**config.mk**
```make
export PLATFORM = sky130hd
export DESIGN_NAME = slt_link_tx_regs
export DESIGN_NICKNAME = d
export VERILOG_FILES = /design/src/verilog/slt_pkg.sv /design/src/verilog/slt_link_tx_regs.sv
export SDC_FILE = /design/constraint.sdc
export NUM_CORES = 1
export LEC_CHECK = 0
export ABC_AREA = 1
export BUFFER_PORTS_ARGS = -buffer_cell sky130_fd_sc_hd__buf_2
export CAP_MARGIN = 5
export CELL_PAD_IN_SITES_DETAIL_PLACEMENT = 2
export CELL_PAD_IN_SITES_GLOBAL_PLACEMENT = 2
export CORE_MARGIN = 2
export CORE_UTILIZATION = 26
export DETAILED_ROUTE_END_ITERATION = 10
export PLACE_DENSITY = 0.81
export SYNTH_ARGS = -nofsm -noshare
export SYNTH_HDL_FRONTEND = slang
export SYNTH_SLANG_ARGS = --single-unit
```
**constraint.sdc**
```tcl
create_clock -name mclk -period 4.62 [get_ports mclk]
set_input_delay 0.231 -clock mclk [delete_from_list [all_inputs] [get_ports mclk]]
set_output_delay 0.231 -clock mclk [all_outputs]
set_load 0.005 [all_outputs]
```
**src/verilog/slt_pkg.sv**
```systemverilog
// Constants and carrier types for the serial link transmitter register bank
package slt_pkg;

  // ==========================================================
  // Bus geometry
  localparam int SLT_ADDR_W = 14;
  localparam int SLT_IDX_W = 12;

  // ==========================================================
  // Register indices; the byte address is four times the index
  localparam logic [11:0] IDX_SUBCLASS_WIDTH = 12'h590;
  localparam logic [11:0] IDX_FRAME_SAMPLES = 12'h591;
  localparam logic [11:0] IDX_DENSITY_CTRL = 12'h592;
  localparam logic [11:0] IDX_LANE0_CHECKSUM = 12'h5A0;
  localparam logic [11:0] IDX_LANE1_CHECKSUM = 12'h5A1;
  localparam logic [11:0] IDX_LANE_POWERDOWN = 12'h5B0;
  localparam logic [11:0] IDX_OUTPUT0_MAP = 12'h5B2;

  // ==========================================================
  // Field positions
  localparam int SUBCLASS_LSB = 5;
  localparam int HD_BIT = 7;
  localparam int PD_LANE0_BIT = 0;
  localparam int PD_LANE1_BIT = 2;
  localparam int MAP_RSVD_LSB = 4;

  // ==========================================================
  // Field encodings
  localparam logic [2:0] SUBCLASS_0 = 3'h0;
  localparam logic [2:0] SUBCLASS_1 = 3'h1;
  localparam logic [4:0] SAMPLE_WIDTH_8 = 5'h07;
  localparam logic [4:0] SAMPLE_WIDTH_16 = 5'h0F;
  localparam logic [4:0] RESOLUTION_14 = 5'h0D;
  localparam logic [7:0] CONVERTERS_ONE = 8'h00;
  localparam logic [7:0] CONVERTERS_TWO = 8'h01;
  localparam logic [7:0] CONVERTERS_FOUR = 8'h03;
  localparam logic [2:0] LOGICAL_LANE_0 = 3'h0;
  localparam logic [2:0] LOGICAL_LANE_3 = 3'h3;

  // ==========================================================
  // Values after reset
  localparam logic [2:0] SUBCLASS_RESET = SUBCLASS_1;
  localparam logic [4:0] SAMPLE_WIDTH_RESET = SAMPLE_WIDTH_16;
  localparam logic [2:0] SAMPLES_RSVD_VALUE = 3'h1;
  localparam logic [7:0] CHECKSUM0_RESET = 8'hC3;
  localparam logic [7:0] CHECKSUM1_RESET = 8'hC4;
  localparam logic [7:0] POWERDOWN_RESET = 8'hFA;
  localparam logic [2:0] MAP_RSVD_RESET = 3'h0;
  localparam logic [2:0] MAP_LANE_RESET = LOGICAL_LANE_0;

  // ==========================================================
  // Link parameters held elsewhere in the transmitter
  typedef struct packed {
    logic [7:0] converters_per_link;
    logic [4:0] resolution;
    logic [4:0] samples_per_frame_m1;
    logic high_density_flag;
    logic [4:0] control_words_per_frame;
    logic [7:0] other_param_sum;
    logic [2:0] lane1_logical_id;
  } slt_link_params_t;

  // Controls handed to the serializer
  typedef struct packed {
    logic lane0_powerdown;
    logic lane1_powerdown;
    logic [2:0] output0_lane_sel;
    logic [2:0] subclass;
    logic [4:0] sample_width;
  } slt_link_ctrl_t;

endpackage

```
**src/verilog/slt_link_tx_regs.sv**
```systemverilog
// Register bank for the serial link transmitter, reached over APB
`timescale 1ns/10ps

// Behaviour
// - Subclass field bits 7:5, resets subclass 1
// - Writable sample width bits 4:0, resets 16
// - Read-only samples per frame, count is value+1
// - Read-only high density flag bit 7, reset 0
// - Read-only control words per frame, no offset
// - Lane 0 checksum sum mod 256, reset C3
// - Lane 1 checksum sum mod 256, reset C4
// - Power-down bit 0 forces lane 0 off
// - Power-down bit 2 forces lane 1 off
// - Three-bit field routes output 0 lane
// - Five-bit resolution code feeds the checksums
// - Converter count code feeds the checksums
module slt_link_tx_regs
  import slt_pkg::*;
#(
  parameter int LANE_W = 10
) (
  // Clock and reset
  input wire logic mclk,
  input wire logic sys_rst,
  // APB slave
  input wire logic psel,
  input wire logic penable,
  input wire logic pwrite,
  input wire logic [SLT_ADDR_W-1:0] paddr,
  input wire logic [31:0] pwdata,
  input wire logic [3:0] pstrb,
  output logic [31:0] prdata,
  output logic pready,
  output logic pslverr,
  // Link parameters from the rest of the transmitter
  input wire slt_link_params_t link_params,
  // Logical lane data ahead of the serializer
  input wire logic [4*LANE_W-1:0] logical_lane_data,
  // Serializer controls and lane 0 data
  output slt_link_ctrl_t link_ctrl,
  output logic [LANE_W-1:0] serial_output_pair_0
);

  // ==========================================================
  // Storage
  logic [2:0] subclass;
  logic [4:0] sample_width;
  logic [4:0] samples_per_frame_m1;
  logic high_density_flag;
  logic [4:0] control_words_per_frame;
  logic [7:0] lane0_checksum;
  logic [7:0] lane1_checksum;
  logic [7:0] powerdown;
  logic [2:0] map_reserved;
  logic [2:0] output0_lane_sel;

  // ==========================================================
  // Next values, worked out by the combinational logic below
  logic [2:0] next_subclass;
  logic [4:0] next_sample_width;
  logic [4:0] next_samples_per_frame_m1;
  logic next_high_density_flag;
  logic [4:0] next_control_words_per_frame;
  logic [7:0] next_powerdown;
  logic [2:0] next_map_reserved;
  logic [2:0] next_output0_lane_sel;
  logic [7:0] next_read_byte;
  logic [31:0] next_prdata;
  logic next_pslverr;

  // ==========================================================
  // APB decode
  wire setup_phase = psel & ~penable;
  wire access_phase = psel & penable;
  wire aligned = (paddr[1:0] == 2'h0);
  wire [SLT_IDX_W-1:0] word_idx = paddr[SLT_ADDR_W-1:2];

  wire hit_subclass = aligned & (word_idx == IDX_SUBCLASS_WIDTH);
  wire hit_samples = aligned & (word_idx == IDX_FRAME_SAMPLES);
  wire hit_density = aligned & (word_idx == IDX_DENSITY_CTRL);
  wire hit_chk0 = aligned & (word_idx == IDX_LANE0_CHECKSUM);
  wire hit_chk1 = aligned & (word_idx == IDX_LANE1_CHECKSUM);
  wire hit_pd = aligned & (word_idx == IDX_LANE_POWERDOWN);
  wire hit_map = aligned & (word_idx == IDX_OUTPUT0_MAP);

  wire hit_rw = hit_subclass | hit_pd | hit_map;
  wire hit_ro = hit_samples | hit_density | hit_chk0 | hit_chk1;
  wire mapped = hit_rw | hit_ro;

  // A write to a read-only or absent word is flagged, never stored
  wire bad_access = ~mapped | (pwrite & hit_ro);

  // Only byte lane 0 carries data; a write without it changes nothing
  wire wr_lane0 = access_phase & pwrite & pstrb[0];
  wire wr_subclass = wr_lane0 & hit_subclass;
  wire wr_pd = wr_lane0 & hit_pd;
  wire wr_map = wr_lane0 & hit_map;

  // Zero wait states: every access completes in its first access cycle
  assign pready = 1'b1;

  // ==========================================================
  // Read views of each register
  wire [7:0] view_subclass = {subclass, sample_width};
  wire [7:0] view_samples = {SAMPLES_RSVD_VALUE, samples_per_frame_m1};
  wire [7:0] view_density = {high_density_flag, 2'h0, control_words_per_frame};
  wire [7:0] view_map = {1'b0, map_reserved, 1'b0, output0_lane_sel};

  // Read select; the hits are one-hot, and a miss reads as zero
  always_comb begin
    next_read_byte = 8'h00;
    if (hit_subclass) begin
      next_read_byte = view_subclass;
    end else if (hit_samples) begin
      next_read_byte = view_samples;
    end else if (hit_density) begin
      next_read_byte = view_density;
    end else if (hit_chk0) begin
      next_read_byte = lane0_checksum;
    end else if (hit_chk1) begin
      next_read_byte = lane1_checksum;
    end else if (hit_pd) begin
      next_read_byte = powerdown;
    end else if (hit_map) begin
      next_read_byte = view_map;
    end
  end

  // A write or a refused access returns zero, so no stale byte leaks out
  always_comb begin
    next_prdata = 32'h0000_0000;
    next_pslverr = bad_access;
    if (!pwrite && !bad_access) begin
      next_prdata = {24'h00_0000, next_read_byte};
    end
  end

  // Read data and error are captured in the setup cycle, so both come
  // from flops and stand steady through the access cycle
  always_ff @(posedge mclk) begin
    if (sys_rst) begin
      prdata <= 32'h0000_0000;
    end else if (setup_phase) begin
      prdata <= next_prdata;
    end
  end

  always_ff @(posedge mclk) begin
    if (sys_rst) begin
      pslverr <= 1'b0;
    end else if (setup_phase) begin
      pslverr <= next_pslverr;
    end
  end

  // ==========================================================
  // Subclass and sample width
  // Any three-bit subclass code is kept; only codes 0 and 1 are meaningful
  always_comb begin
    next_subclass = subclass;
    next_sample_width = sample_width;
    if (wr_subclass) begin
      next_subclass = pwdata[SUBCLASS_LSB +: 3];
      next_sample_width = pwdata[4:0];
    end
  end

  always_ff @(posedge mclk) begin
    if (sys_rst) begin
      subclass <= SUBCLASS_RESET;
      sample_width <= SAMPLE_WIDTH_RESET;
    end else begin
      subclass <= next_subclass;
      sample_width <= next_sample_width;
    end
  end

  // ==========================================================
  // Read-only link parameters, sampled from the transmitter each cycle
  // A snapshot costs one cycle of lag but keeps the read path flop-driven
  always_comb begin
    next_samples_per_frame_m1 = link_params.samples_per_frame_m1;
    next_high_density_flag = link_params.high_density_flag;
    next_control_words_per_frame = link_params.control_words_per_frame;
  end

  always_ff @(posedge mclk) begin
    if (sys_rst) begin
      samples_per_frame_m1 <= 5'h00;
      high_density_flag <= 1'b0;
      control_words_per_frame <= 5'h00;
    end else begin
      samples_per_frame_m1 <= next_samples_per_frame_m1;
      high_density_flag <= next_high_density_flag;
      control_words_per_frame <= next_control_words_per_frame;
    end
  end

  // ==========================================================
  // Lane checksums
  // Every link parameter of a lane summed with 8-bit wrap, which is the
  // modulo 256 sum; the lane id is the only term that differs per lane
  function automatic logic [7:0] lane_sum(
    input slt_link_params_t p,
    input logic [2:0] subcl,
    input logic [4:0] width,
    input logic [2:0] lane_id
  );
    logic [7:0] s;
    s = p.converters_per_link;
    s = s + {3'h0, p.resolution};
    s = s + {3'h0, p.samples_per_frame_m1};
    s = s + {7'h00, p.high_density_flag};
    s = s + {3'h0, p.control_words_per_frame};
    s = s + {5'h00, subcl};
    s = s + {3'h0, width};
    s = s + {5'h00, lane_id};
    s = s + p.other_param_sum;
    return s;
  endfunction

  wire [7:0] next_lane0_checksum =
    lane_sum(link_params, subclass, sample_width, output0_lane_sel);
  wire [7:0] next_lane1_checksum =
    lane_sum(link_params, subclass, sample_width, link_params.lane1_logical_id);

  // Recomputed every cycle, so a read trails a change by one cycle at most
  always_ff @(posedge mclk) begin
    if (sys_rst) begin
      lane0_checksum <= CHECKSUM0_RESET;
    end else begin
      lane0_checksum <= next_lane0_checksum;
    end
  end

  always_ff @(posedge mclk) begin
    if (sys_rst) begin
      lane1_checksum <= CHECKSUM1_RESET;
    end else begin
      lane1_checksum <= next_lane1_checksum;
    end
  end

  // ==========================================================
  // Lane power-down
  // Reserved bits are stored as written; software keeps them at reset
  always_comb begin
    next_powerdown = powerdown;
    if (wr_pd) begin
      next_powerdown = pwdata[7:0];
    end
  end

  always_ff @(posedge mclk) begin
    if (sys_rst) begin
      powerdown <= POWERDOWN_RESET;
    end else begin
      powerdown <= next_powerdown;
    end
  end

  // ==========================================================
  // Output 0 lane assignment
  // Bits 7 and 3 are not stored and read back as zero
  always_comb begin
    next_map_reserved = map_reserved;
    next_output0_lane_sel = output0_lane_sel;
    if (wr_map) begin
      next_map_reserved = pwdata[MAP_RSVD_LSB +: 3];
      next_output0_lane_sel = pwdata[2:0];
    end
  end

  always_ff @(posedge mclk) begin
    if (sys_rst) begin
      map_reserved <= MAP_RSVD_RESET;
      output0_lane_sel <= MAP_LANE_RESET;
    end else begin
      map_reserved <= next_map_reserved;
      output0_lane_sel <= next_output0_lane_sel;
    end
  end

  // ==========================================================
  // Serializer controls
  assign link_ctrl.lane0_powerdown = powerdown[PD_LANE0_BIT];
  assign link_ctrl.lane1_powerdown = powerdown[PD_LANE1_BIT];
  assign link_ctrl.output0_lane_sel = output0_lane_sel;
  assign link_ctrl.subclass = subclass;
  assign link_ctrl.sample_width = sample_width;

  // ==========================================================
  // Lane 0 routing
  // Codes above logical lane 3 select nothing and the pair idles at zero
  wire lane_sel_valid = (output0_lane_sel <= LOGICAL_LANE_3);
  wire [LANE_W-1:0] lane_word_0 = logical_lane_data[0*LANE_W +: LANE_W];
  wire [LANE_W-1:0] lane_word_1 = logical_lane_data[1*LANE_W +: LANE_W];
  wire [LANE_W-1:0] lane_word_2 = logical_lane_data[2*LANE_W +: LANE_W];
  wire [LANE_W-1:0] lane_word_3 = logical_lane_data[3*LANE_W +: LANE_W];

  // Only the low two bits steer the mux; the validity check gates the rest
  logic [LANE_W-1:0] routed_lane;
  always_comb begin
    routed_lane = lane_word_0;
    unique case (output0_lane_sel[1:0])
      2'h0: routed_lane = lane_word_0;
      2'h1: routed_lane = lane_word_1;
      2'h2: routed_lane = lane_word_2;
      2'h3: routed_lane = lane_word_3;
    endcase
  end

  wire [LANE_W-1:0] next_pair_0 =
    (lane_sel_valid & ~powerdown[PD_LANE0_BIT]) ? routed_lane : '0;

  always_ff @(posedge mclk) begin
    if (sys_rst) begin
      serial_output_pair_0 <= '0;
    end else begin
      serial_output_pair_0 <= next_pair_0;
    end
  end

endmodule

```
==> summary.md <==
| Metric | Value |
|---|---|
| Remaining Overflow, GRT | 0 |
| Cell area after synthesis | ~4800 µm² |
| Sequential fraction of the synthesis area | 28.5% |
| Maximum buffer depth of the clock tree | 2 |
| Layout fillers | around 2200 |
| Startpoint Class | flop |
| Pleak | 0.00302 µW |
| CP most frequent cell | fa_1 |
| Hold crit path type | in -> reg |
| Yosys reg bits | 68 |
| Setup WS pre-CTS | 147 ps |
| Clock Pin Slew Worst Setup and Hold Paths | about 60 ps |
| Diode count | 0 |
| Drt first pass iters | 4 |
| Final Cycle Share | 96.0% |
| Initial antenna violation count | 0 |
| Register area | 1360 µm² |
| CTS tree | done |
| Average cell area after synthesis | between 7 and 8 µm² |
| Fin util | 32.7% |
| Setup_tns | 0 ps |
| Rel. slew slack | a little under a quarter |
| # setup viols final | 0 |
| Largest net degree at the start of global routing | 34 |
| Clk Latency, worst-skew pair | 340 ps |
| Max cap viols | 0 |
| Critical Path RT | between 4000 and 5000 ps |
| Antenna Nets Post-Route | 0 |
| Commonest cells after routing, fill and taps aside | buf_2 (134), inv_1 (123), nand2_1 (97) |
| First-pass GRT wire length | 27000 µm |
| Die W | approximately 140 µm |
| GR Util All Layers | between 15 and 20% |
| Vias in the first global route | 5065 |
| Synth warnings | 0 |
| Row count | 49 |
| Status | finished, final reports clean |
| IO Port Bufs | 134 |
| Initial DRC count | 146 |
| Total chip power | 2500 µW |
| Hold depth | 3 |
| Worst hold margin | 124 ps |
| CTS Sinks | 68 |
| DRC | 0 |
| Post-synth EDFFs | 0 |
| Synth unique cells | 43 |
| Synth Instances | 650 |
| Clock skew | 6.47 ps |
| Pwr dens | 425 nW/µm² |
| Max Slew Vio Count | 0 |
| CP Max Fanout | 6 |
| Critical Path AT | 4700 ps |
| Critical path class | reg -> reg |
| Fraction of layout cells with a size suffix above 1 | roughly 22% |
| I/O pins | 187 |
| Detail Placement HPWL | 14100 µm |
| Multi-input gate area | 2770 µm² |
| Routed vias | roughly 4700 |
| Main synth FF type | dfxtp_1 |
| Slowest-stage cell, CP | fa_1 |
| Final worst setup slack | 185 ps |
| Max Fclk | 225 MHz |
| Max incr delay on CP | approximately 500 ps |
| Final hold violations | 0 |
| Via density | 4.63 |
| R2r setup slk | 180 ps |
| Routed wire length | 17000 µm |
| Crit path time final | 4440 ps |
| Die area | 19500 µm² |
| Core area | approximately 18000 µm² |
| Initial Utilization | 26.6% |
| Die Ht | 139 µm |
| Htree depth | 3 |
| Gpl congestion | 0.830 |
| Worst Reg2Reg Path Length in Cells | 16 |
| # hold bufs at CTS | 0 |
| Worst-Margin Slew | 1140 ps |
| CTS root buf | clkbuf_16 |
| Routed len/inst | 16.8 µm |
| Worst setup EP type | flop |
| Commonest non-fill, non-tap cell in the layout | buf_2 |
| Worst IR Drop VDD | 232 µV |
| Post-synth ARST share | 0% |
| Nets | 957 |
| Critical path, cell by cell | inv_1 > fa_1 > inv_1 > fa_1 > fa_1 > ha_1 > fa_1 > xor2_1 > ha_1 > ha_1 > inv_1 > o31ai_1 > nand3_1 > nand2_1 > a21oi_1 > o21ai_0 |
| Area grow syn2layout | 23.2% |
| Num CTS Buffers | 9 |
## power breakdown
part           total (µW)  internal (µW)  switching (µW)
clock                 743            470             273
combinational        1070            416             657
sequential            681            660            21.3
total                2500           1550             951
## cells by family (layout without fill, tap and decap cells)
| group | Yosys count | after routing | synth area share (%) |
|---|---|---|---|
| AND/OR/NAND/NOR | 247 | 247 | 24.4 |
| buffers and inverters | 166 | 275 | 15.5 |
| AO/OA/AOI/OAI | 111 | 111 | 13.1 |
| flip-flops | 68 | 68 | 28.5 |
| adder cells (fa/ha/maj) | 49 | 49 | 17.1 |
| XOR/XNOR | 7 | 7 | 1.28 |
| other | 2 | 25 | 0.157 |
## area by class of cell
cell class              instances  area share, %
clock buffers                   9           3.83
flip-flops and latches         68           23.1
clock inverters                 6           1.53
multi-input cells             439           47.1
well taps                     229           4.87
inverters                     126           8.09
repair buffers                134           11.4
## final timing paths
kind	from	to
setup / recovery	subclass[2]	lane0_checksum[7]
hold / removal	link_params[19]	samples_per_frame_m1[2]
setup reg to reg	subclass[2]	lane0_checksum[7]
hold reg to reg	map_reserved[0]	map_reserved[0]
## worst max-delay path, delay by kind of cell (launching register included)
family	cells	cell delay (ps)
adder cells (fa/ha/maj)	7	2750
AO/OA/AOI/OAI	3	560
flip-flops	1	360
buffers and inverters	3	290
AND/OR/NAND/NOR	2	230
XOR/XNOR	1	170
## synth_stat cells (5+ instances only)
cell | number | share of area [%]
a21oi_1 | 38 | 4.0
a221oi_1 | 6 | 1.1
buf_4 | 27 | 4.2
clkbuf_1 | 9 | 0.71
dfxtp_1 | 68 | 29
fa_1 | 27 | 11
ha_1 | 22 | 5.8
inv_1 | 123 | 9.7
nand2_1 | 97 | 7.6
nand3_1 | 31 | 3.3
nand4_1 | 17 | 2.2
nor2_1 | 77 | 6.1
o211ai_1 | 7 | 1.1
o21ai_0 | 35 | 3.7
o21ai_1 | 12 | 1.3
xor2_1 | 5 | 0.92
## what timing repair did
action                                  CTS  global route
endpoints found under the setup margin    0             3
endpoints found under the hold margin     0             0
gates resized for setup                   0             3
buffers inserted                          0             0
## flip-flops by register name, summed over array words and instances (netlist names)
name and count:
serial_output_pair_0 10, lane0_checksum 8, lane1_checksum 8, powerdown 8
prdata 8, control_words_per_frame 5, sample_width 5, samples_per_frame_m1 5
map_reserved 3, output0_lane_sel 3, subclass 3, high_density_flag 1
pslverr 1
## per-layer routing
metal  vias up  GRT usage, %  part of all wire [%]
met1      2246          21.9                    43
met5         -             0                     0
met2       147          31.5                    50
met3        18          2.34                   5.1
met4         0          6.33                   2.2
li1       2267             -                     -
## through the flow
step           cells  area, µm²
3_3_place_gp     996       5550
3_5_place_dp     996       5550
4_1_cts         1011       5870
2_1_floorplan    673       4860
6_report        1011       5880
5_1_grt         1011       5880
No activity file was read; power rests on OpenSTA's default activity.
